## config.mk

```make
export PLATFORM = sky130hd
export DESIGN_NAME = gph_gpio_port
export DESIGN_NICKNAME = d
export VERILOG_FILES = /design/src/gph_pkg.sv /design/src/gph_pin_sync.sv /design/src/gph_gpio_port.sv
export SDC_FILE = /design/constraint.sdc
export NUM_CORES = 1
export LEC_CHECK = 0
export BUFFER_PORTS_ARGS = -buffer_cell sky130_fd_sc_hd__buf_4
export CORE_MARGIN = 2
export CORE_UTILIZATION = 61
export DETAILED_ROUTE_END_ITERATION = 6
export PLACE_DENSITY_LB_ADDON = 0.25
export SYNTH_ARGS = -nofsm -noshare
export SYNTH_HDL_FRONTEND = slang
export SYNTH_SLANG_ARGS = --single-unit
```

## constraint.sdc

```tcl
create_clock -name clk_i -period 3.9 [get_ports clk_i]
set_clock_uncertainty 0.05 [all_clocks]
set_input_delay 0.39 -clock clk_i [delete_from_list [all_inputs] [get_ports clk_i]]
set_output_delay 0.39 -clock clk_i [all_outputs]
set_load 0.01 [all_outputs]
```

## src/gph_pkg.sv

```systemverilog
// constants and carrier types for the 24-pin hot key gpio port
//
// Overview of operation
// - each 24-bit group spans three bytes: low 7:0, centre 15:8, high 23:16
// - pin monitor read returns present pin levels; writes are ignored
// - writing one to set-level drives that pin high; zero leaves it
// - writing one to clear-level drives that pin low; zero leaves it
// - direction zero makes a pin input, one makes it output
// - detected enabled edge sets the pin's edge status, sticky until cleared
// - writing one to edge status clears it; zero leaves it unchanged
// - rising-edge enable one enables low-to-high detection
// - falling-edge enable one enables high-to-low detection
// - pull-up bit one switches on the pin pull-up
// - pull-down bit one switches on the pin pull-down
// - two-bit function code: 00 primary, 01/10/11 alternate one to three
// - input hot key sets its pin flag on enabled edge, awake or asleep; irq when awake, wake when asleep
// - hot key during sleep wakes device, then interrupt is issued
// - hot key needs gpio input mode, global mask and per-pin mask enabled
// - hot key pulses of 62.5us or longer are always registered
// - writing one to a pin interrupt flag clears it; zero no effect
// - gpio interrupt raises the controller source flag; host reads per-pin flags
package gph_pkg;

  // ---------------------------------------------------------------
  // sizes
  // ---------------------------------------------------------------
  localparam int unsigned GPH_PINS = 24;

  // ---------------------------------------------------------------
  // register byte addresses (msb byte; csb +1, lsb +2)
  // ---------------------------------------------------------------
  localparam logic [7:0] GPH_ADDR_MONITOR = 8'ha2;
  localparam logic [7:0] GPH_ADDR_SET = 8'h83;
  localparam logic [7:0] GPH_ADDR_CLEAR = 8'h86;
  localparam logic [7:0] GPH_ADDR_DIR = 8'h89;
  localparam logic [7:0] GPH_ADDR_EDGE = 8'h8c;
  localparam logic [7:0] GPH_ADDR_RISE = 8'h8f;
  localparam logic [7:0] GPH_ADDR_FALL = 8'h92;
  localparam logic [7:0] GPH_ADDR_PULLUP = 8'h95;
  localparam logic [7:0] GPH_ADDR_PULLDOWN = 8'h98;
  localparam logic [7:0] GPH_ADDR_FSEL_UPPER = 8'h9b;
  localparam logic [7:0] GPH_ADDR_FSEL_LOWER = 8'h9e;

  // ---------------------------------------------------------------
  // reset values
  // ---------------------------------------------------------------
  localparam logic [23:0] GPH_RST_LEVEL = 24'h000000;
  localparam logic [23:0] GPH_RST_DIR = 24'h000000;
  localparam logic [23:0] GPH_RST_EDGE_EN = 24'h000000;
  localparam logic [23:0] GPH_RST_PULL = 24'h000000;
  localparam logic [23:0] GPH_RST_FSEL = 24'h000000;
  localparam logic [23:0] GPH_RST_STATUS = 24'h000000;
  localparam logic [7:0] GPH_RST_RDATA = 8'h00;

  // ---------------------------------------------------------------
  // timing
  // ---------------------------------------------------------------
  localparam int unsigned GPH_CLK_PERIOD_NS = 10;
  localparam int unsigned GPH_MIN_PULSE_NS = 62500;
  // two samples inside the shortest pulse, rounded down
  localparam int unsigned GPH_SAMPLE_CYC = (GPH_MIN_PULSE_NS / 2) / GPH_CLK_PERIOD_NS;
  localparam int unsigned GPH_DIV_W = 12;
  localparam logic [GPH_DIV_W-1:0] GPH_RST_DIV = 12'h000;

  // ---------------------------------------------------------------
  // function codes
  // ---------------------------------------------------------------
  typedef enum logic [1:0] {
    GPH_FN_PRIMARY = 2'b00,
    GPH_FN_ALT1 = 2'b01,
    GPH_FN_ALT2 = 2'b10,
    GPH_FN_ALT3 = 2'b11
  } gph_fn_t;

  // ---------------------------------------------------------------
  // carriers
  // ---------------------------------------------------------------
  typedef struct packed {
    logic wr;
    logic rd;
    logic [7:0] addr;
    logic [7:0] wdata;
  } gph_bus_req_t;

  typedef struct packed {
    logic global_en;
    logic sleep;
    logic [23:0] pin_mask;
    logic [23:0] flag_clear;
  } gph_irq_ctl_t;

  typedef struct packed {
    logic irq;
    logic wake;
    logic source_flag;
    logic [23:0] pin_flags;
  } gph_irq_stat_t;

endpackage

```

## src/gph_pin_sync.sv

```systemverilog
// two-stage pin synchroniser with sampled edge detection
module gph_pin_sync
  import gph_pkg::*;
#(
  parameter int unsigned WIDTH = GPH_PINS
) (
  // clock and reset
  input wire logic clk_i,
  input wire logic rst_i,
  // sampling strobe and pins
  input wire logic sample_i,
  input wire logic [WIDTH-1:0] pins_i,
  // synchronised level and edge pulses
  output logic [WIDTH-1:0] level_o,
  output logic [WIDTH-1:0] rise_o,
  output logic [WIDTH-1:0] fall_o
);

  typedef struct packed {
    logic [WIDTH-1:0] meta;
    logic [WIDTH-1:0] sync;
    logic [WIDTH-1:0] last;
    logic armed;
  } gph_sync_state_t;

  gph_sync_state_t state_ff;
  gph_sync_state_t nxt_state;

  // ---------------------------------------------------------------
  // next state
  // ---------------------------------------------------------------
  always_comb begin
    nxt_state = state_ff;
    nxt_state.meta = pins_i;
    nxt_state.sync = state_ff.meta;
    // sample strobe
    // track the level until the first sample so reset gives no false edge
    if (sample_i || !state_ff.armed) begin
      nxt_state.last = state_ff.sync;
    end
    if (sample_i) begin
      nxt_state.armed = 1'b1;
    end
  end

  always_ff @(posedge clk_i) begin
    if (rst_i) begin
      state_ff <= '0;
    end else begin
      state_ff <= nxt_state;
    end
  end

  // ---------------------------------------------------------------
  // outputs
  // ---------------------------------------------------------------
  assign level_o = state_ff.last;
  assign rise_o = {WIDTH{sample_i & state_ff.armed}} & state_ff.sync & ~state_ff.last;
  assign fall_o = {WIDTH{sample_i & state_ff.armed}} & ~state_ff.sync & state_ff.last;

endmodule

```

## src/gph_gpio_port.sv

```systemverilog
// 24-pin gpio port with byte registers, edge detect and hot key interrupt
module gph_gpio_port
  import gph_pkg::*;
#(
  parameter int unsigned SAMPLE_CYC = GPH_SAMPLE_CYC
) (
  // clock and reset
  input wire logic clk_i,
  input wire logic rst_i,
  // byte register port
  input wire gph_bus_req_t bus_i,
  output logic [7:0] rdata_o,
  // pins
  input wire logic [23:0] pin_in_i,
  output logic [23:0] pin_out_o,
  output logic [23:0] pin_oe_o,
  output logic [23:0] pull_up_o,
  output logic [23:0] pull_down_o,
  output logic [47:0] pin_function_code_o,
  // interrupt controller side
  input wire gph_irq_ctl_t irq_ctl_i,
  output gph_irq_stat_t irq_stat_o
);

  typedef struct packed {
    logic [23:0] out_level;
    logic [23:0] dir;
    logic [23:0] edge_st;
    logic [23:0] rise_en;
    logic [23:0] fall_en;
    logic [23:0] pull_up;
    logic [23:0] pull_down;
    logic [23:0] fsel_upper;
    logic [23:0] fsel_lower;
    logic [23:0] irq_flags;
    logic [GPH_DIV_W-1:0] div;
    logic [7:0] rdata;
  } gph_port_state_t;

  localparam logic [GPH_DIV_W-1:0] DIV_LAST = GPH_DIV_W'(SAMPLE_CYC - 1);

  gph_port_state_t state_ff;
  gph_port_state_t nxt_state;

  logic sample;
  logic [23:0] level;
  logic [23:0] rise;
  logic [23:0] fall;
  logic [23:0] gpio_mode;
  logic [23:0] edge_hit;
  logic [23:0] hot_hit;
  logic [47:0] fcodes;

  // ---------------------------------------------------------------
  // decode helpers
  // ---------------------------------------------------------------
  // byte lanes hit by an address within a three-byte group
  function automatic logic [23:0] lane_mask(input logic [7:0] addr, input logic [7:0] base);
    logic [23:0] m;
    m = 24'h000000;
    if (addr == base) begin
      m = 24'hff0000;
    end else if (addr == base + 8'h01) begin
      m = 24'h00ff00;
    end else if (addr == base + 8'h02) begin
      m = 24'h0000ff;
    end
    return m;
  endfunction

  // replace the addressed byte of a group
  function automatic logic [23:0] put_byte(input logic [23:0] old, input logic [23:0] m,
                                           input logic [7:0] d);
    return (old & ~m) | ({d, d, d} & m);
  endfunction

  // pick the addressed byte of a group
  function automatic logic [7:0] get_byte(input logic [23:0] v, input logic [23:0] m);
    logic [23:0] s;
    s = v & m;
    return s[23:16] | s[15:8] | s[7:0];
  endfunction

  // ---------------------------------------------------------------
  // pin sampling
  // ---------------------------------------------------------------
  assign sample = (state_ff.div == DIV_LAST);

  gph_pin_sync #(
    .WIDTH(GPH_PINS)
  ) u_sync (
    .clk_i(clk_i),
    .rst_i(rst_i),
    .sample_i(sample),
    .pins_i(pin_in_i),
    .level_o(level),
    .rise_o(rise),
    .fall_o(fall)
  );

  // ---------------------------------------------------------------
  // function codes and gpio mode
  // ---------------------------------------------------------------
  // upper holds pins 23..12, lower pins 11..0
  assign fcodes = {state_ff.fsel_upper, state_ff.fsel_lower};

  for (genvar p = 0; p < GPH_PINS; p++) begin : g_mode
    assign gpio_mode[p] = (gph_fn_t'(fcodes[2*p +: 2]) == GPH_FN_PRIMARY);
  end

  // ---------------------------------------------------------------
  // edge and hot key qualification
  // ---------------------------------------------------------------
  // edge enables
  assign edge_hit = (rise & state_ff.rise_en) | (fall & state_ff.fall_en);
  // gpio input, global and pin mask
  assign hot_hit = edge_hit & gpio_mode & ~state_ff.dir & irq_ctl_i.pin_mask
                 & {24{irq_ctl_i.global_en}};

  // ---------------------------------------------------------------
  // next state
  // ---------------------------------------------------------------
  always_comb begin
    logic [23:0] m;
    logic [23:0] edge_clr;
    m = 24'h000000;
    edge_clr = 24'h000000;
    nxt_state = state_ff;

    nxt_state.div = sample ? GPH_RST_DIV : state_ff.div + GPH_DIV_W'(1);

    if (bus_i.wr) begin
      m = lane_mask(bus_i.addr, GPH_ADDR_SET);
      nxt_state.out_level = state_ff.out_level | ({3{bus_i.wdata}} & m);
      m = lane_mask(bus_i.addr, GPH_ADDR_CLEAR);
      nxt_state.out_level = nxt_state.out_level & ~({3{bus_i.wdata}} & m);
      nxt_state.dir = put_byte(state_ff.dir, lane_mask(bus_i.addr, GPH_ADDR_DIR),
                               bus_i.wdata);
      nxt_state.rise_en = put_byte(state_ff.rise_en, lane_mask(bus_i.addr, GPH_ADDR_RISE),
                                   bus_i.wdata);
      nxt_state.fall_en = put_byte(state_ff.fall_en, lane_mask(bus_i.addr, GPH_ADDR_FALL),
                                   bus_i.wdata);
      nxt_state.pull_up = put_byte(state_ff.pull_up,
                                   lane_mask(bus_i.addr, GPH_ADDR_PULLUP), bus_i.wdata);
      nxt_state.pull_down = put_byte(state_ff.pull_down,
                                     lane_mask(bus_i.addr, GPH_ADDR_PULLDOWN), bus_i.wdata);
      nxt_state.fsel_upper = put_byte(state_ff.fsel_upper,
                                      lane_mask(bus_i.addr, GPH_ADDR_FSEL_UPPER), bus_i.wdata);
      nxt_state.fsel_lower = put_byte(state_ff.fsel_lower,
                                      lane_mask(bus_i.addr, GPH_ADDR_FSEL_LOWER), bus_i.wdata);
      edge_clr = {3{bus_i.wdata}} & lane_mask(bus_i.addr, GPH_ADDR_EDGE);
    end

    nxt_state.edge_st = (state_ff.edge_st & ~edge_clr) | edge_hit;
    // pin flags clear on one, set wins
    nxt_state.irq_flags = (state_ff.irq_flags & ~irq_ctl_i.flag_clear) | hot_hit;

    if (bus_i.rd) begin
      m = lane_mask(bus_i.addr, GPH_ADDR_MONITOR);
      nxt_state.rdata = get_byte(level, m)
                      | get_byte(state_ff.dir, lane_mask(bus_i.addr, GPH_ADDR_DIR))
                      | get_byte(state_ff.edge_st, lane_mask(bus_i.addr, GPH_ADDR_EDGE))
                      | get_byte(state_ff.rise_en, lane_mask(bus_i.addr, GPH_ADDR_RISE))
                      | get_byte(state_ff.fall_en, lane_mask(bus_i.addr, GPH_ADDR_FALL))
                      | get_byte(state_ff.pull_up, lane_mask(bus_i.addr, GPH_ADDR_PULLUP))
                      | get_byte(state_ff.pull_down,
                                 lane_mask(bus_i.addr, GPH_ADDR_PULLDOWN))
                      | get_byte(state_ff.fsel_upper,
                                 lane_mask(bus_i.addr, GPH_ADDR_FSEL_UPPER))
                      | get_byte(state_ff.fsel_lower,
                                 lane_mask(bus_i.addr, GPH_ADDR_FSEL_LOWER));
    end
  end

  // ---------------------------------------------------------------
  // state register
  // ---------------------------------------------------------------
  always_ff @(posedge clk_i) begin
    if (rst_i) begin
      state_ff.out_level <= GPH_RST_LEVEL;
      state_ff.dir <= GPH_RST_DIR;
      state_ff.edge_st <= GPH_RST_STATUS;
      state_ff.rise_en <= GPH_RST_EDGE_EN;
      state_ff.fall_en <= GPH_RST_EDGE_EN;
      state_ff.pull_up <= GPH_RST_PULL;
      state_ff.pull_down <= GPH_RST_PULL;
      state_ff.fsel_upper <= GPH_RST_FSEL;
      state_ff.fsel_lower <= GPH_RST_FSEL;
      state_ff.irq_flags <= GPH_RST_STATUS;
      state_ff.div <= GPH_RST_DIV;
      state_ff.rdata <= GPH_RST_RDATA;
    end else begin
      state_ff <= nxt_state;
    end
  end

  // ---------------------------------------------------------------
  // outputs
  // ---------------------------------------------------------------
  assign rdata_o = state_ff.rdata;
  assign pin_out_o = state_ff.out_level;
  assign pin_oe_o = state_ff.dir;
  assign pull_up_o = state_ff.pull_up;
  assign pull_down_o = state_ff.pull_down;
  assign pin_function_code_o = fcodes;
  assign irq_stat_o.pin_flags = state_ff.irq_flags;
  assign irq_stat_o.source_flag = |state_ff.irq_flags;
  assign irq_stat_o.wake = (|state_ff.irq_flags) & irq_ctl_i.sleep;
  assign irq_stat_o.irq = (|state_ff.irq_flags) & ~irq_ctl_i.sleep;

endmodule

```

==> summary.md <==
| Metric | Value |
|---|---|
| DRC viols | `0` |
| Antenna diode count | `0` |
| Hpwl dp | `44300 um` |
| Syn Inst Count | `1844` |
| Post-detailed-route count of antenna-violating nets | `0` |
| Commonest non-fill, non-tap cells in the layout | `333 x dfxtp_1, 292 x buf_4, 175 x nor2_1` |
| Met2 Track Usage GR | `64.7%` |
| Post_cts resized | `0` |
| Final period util | `63.8%` |
| DIE AREA | `0.0277 mm2` |
| Worst Max-Slew Pin Slew | `1.37 ns` |
| Clk_lat worst skew | `0.53 ns` |
| Switch Pwr | `1.74 mW` |
| Setup violators final | `0` |
| Dominant cells by area after synthesis | `dfxtp_1 41%, mux2i_1 9.6%, buf_4 8.6%, a21oi_1 4.4%, nor2_1 4.1%` |
| Nets | `1975` |
| Vias in the first global route | `13300` |
| Largest net degree at the start of global routing | `132` |
| Share of layout cells above drive strength 1 | `21.0%` |
| Fillers | `2085` |
| Vias per cell | `6.49` |
| Post-synth EDFFs | `0` |
| Commonest non-fill, non-tap cell in the layout | `dfxtp_1` |
| Seq. cell area | `0.00667 mm2` |
| FMAX | `0.402 GHz` |
| Hold slack | `0.0286 ns` |
| Hold WC Path Type | `in2reg` |
| DRT Pass-1 Iters | `6` |
| P_int | `5.46 mW` |
| Post-Syn Area | `0.0161 mm2` |
| Placed Instance Area | `0.0169 mm2` |
| Rows | `59` |
| Gr ovfl total | `0` |
| Fin crit period | `2.49 ns` |
| Buffers on Ports | `272` |
| CTS tree | `built` |
| Fraction of registers with async set/reset | `0%` |
| H-tree levels | `2` |
| #FFs+latches synth | `333` |
| Maximum VDD drop | `0.471 mV` |
| GR Util met3 | `9.20%` |
| Crit. End Element | `flip-flop` |
| I/O pin count | `273` |
| Setup_tns | `0 ns` |
| Clock sinks | `333` |
| Proportion of netlist area held by the largest area contributor | `41.4%` |
| Wirelength per Cell | `27.2 um` |
| Clock tree buffer depth | `3` |
| Crit Path Category | `reg2reg` |
| Post-CTS Setup Inserts | `0` |
| Leading area contributor after synthesis | `dfxtp_1` |
| Reg clk slew, reported paths | `0.06 ns` |
| Initial antenna violation count | `0` |
| Clk root buf | `clkbuf_16` |
| Routed wire length | `61000 um` |
| MaxCap Viol Count | `0` |
| Clock share of power | `45.5%` |
| Worst EP arrival | `2.90 ns` |
| Synth unique cells | `80` |
| Final hold vios | `0` |
| Sequential power share | `48.2%` |
| Critical path required time | `4.31 ns` |
| Critical path fanouts, max | `27` |
| Gr usage total | `42.0%` |
| Number of CTS-inserted buffers | `34` |
| Final Max Slew Viols | `0` |
| RSZ-0062 raised after global routing | `no` |
| Post-synthesis average cell area | `8.73 um2` |
| Worst slew margin | `7.47%` |
| Leakage | `7.18 nW` |
| Warning count from the yosys run | `0` |
| Met1 Resource Use GR | `54.5%` |
| Vias post-DR | `14500` |
| Synth-to-Final Area Change | `11.8%` |
| GP Congestion | `1.07` |
| Total core area | `0.0260 mm2` |
| Switch share | `24.2%` |
| Multi-input logic area | `0.00753 mm2` |
| Outcome | `finished, final reports clean` |
| Die height | `166 um` |
| Primary FF master, synth | `dfxtp_1` |
| Place WS | `1.15 ns` |
| Post-layout util | `69.3%` |
| Most Crowded Layer GR | `met2` |
| Hold_buf cts | `0` |
| First-pass GRT wire length | `87700 um` |
| Syn_nets | `1940` |
| Setup ws final | `1.41 ns` |
| Logic pwr share | `6.3%` |
| Crit start category | `flip-flop` |
| Initial drt markers | `2433` |
| Chip Width | `166 um` |
| Design area | `0.0180 mm2` |
| Starting density of the core | `62.0%` |
| Sequential-to-total area share from yosys stat | `41.4%` |
| Pwr dens | `400 mW/mm2` |
-- Yosys cell counts, types with 3 or more instances --
cell type	instances
nand3_2	5
mux2_2	13
and3_1	9
nand3b_1	25
clkbuf_1	64
o221ai_1	5
nand4_1	18
buf_6	3
xnor2_1	3
a22oi_1	32
a32oi_1	4
nand2_1	165
o22ai_1	12
xor2_1	5
nor3b_1	3
a211oi_1	22
inv_1	11
a2111oi_0	4
buf_4	185
nor2_2	7
dfxtp_1	333
mux2i_1	155
and4b_1	4
buf_1	4
a22o_1	5
nand2_2	3
nand3_1	75
and3b_1	4
nor2b_1	56
nand4_4	3
o21ai_0	87
nor2_1	176
nor3_1	15
and2_1	14
nor4_1	9
a31oi_1	4
o32ai_1	5
nor2_4	4
a311oi_1	8
nand2b_1	25
nor4bb_1	4
nor4b_1	26
a21oi_1	143
buf_2	38
-- cell type report --
type	count	share of cell area, %
inverter	11	0.229
multi-input combinational	1205	41.8
timing repair buffer	294	12.4
tap	335	2.33
sequential	333	37.0
clock inverter	11	0.660
clock buffer	49	5.55
-- metrics by stage --
stage / cells / power, mW
final: 2238 / 7.20
after global routing: 2238 / 7.35
after CTS: 2238 / 7.18
after detailed placement: 2178 / 3.98
after global placement: 2178 / 3.98
after floorplan: 1844 / 3.79
-- kinds of logic (layout without fill, tap and decap cells) --
group / count (synthesis) / count (layout) / share of synthesized area [%]
buffers and inverters: 306 / 365 / 12.0
adders and majority gates: 2 / 2 / 0.155
DFF: 333 / 333 / 41.4
AOI/OAI and AO/OA: 357 / 357 / 13.5
muxes: 168 / 168 / 10.5
and+or+nand+nor: 670 / 670 / 22.0
xor gates and xnor gates: 8 / 8 / 0.435
-- final timing paths --
| path | from | to | slack (ns) | cells after the start |
|---|---|---|---|---|
| max | state_ff[8] | u_sync.level_o[1] | 1.41 | 8 |
| max reg2reg | state_ff[8] | u_sync.level_o[1] | 1.41 | 8 |
| min reg2reg | u_sync.nxt_state[37] | u_sync.state_ff[37] | 0.38 | 1 |
| min | pin_in_i[22] | u_sync.nxt_state[47] | 0.03 | 2 |
-- worst max-delay path, stage by stage, from the launching register on --
cell and delay [ns]:
dfxtp_1 0.35, inv_1 0.07, ha_1 0.16, nor4bb_1 0.33, nand4_1 0.15, buf_4 0.26
nand2_1 0.71, nand2_1 0.17, a21oi_1 0.17
-- metal layers --
layer | part of all wire, % | up-vias
li1 | - | 6353
met1 | 37 | 6879
met2 | 44 | 1077
met3 | 12 | 210
met4 | 6.9 | 0
met5 | 0 | -
-- power by group through the flow --
stage / sequential (mW) / combinational [mW] / clock [mW]
2_1_floorplan: 3.53 / 0.254 / 0
3_3_place_gp: 3.55 / 0.432 / 0
3_5_place_dp: 3.55 / 0.436 / 0
4_1_cts: 3.47 / 0.438 / 3.27
5_1_grt: 3.47 / 0.471 / 3.41
6_report: 3.47 / 0.456 / 3.27
Power figures use the tool's default switching activity.
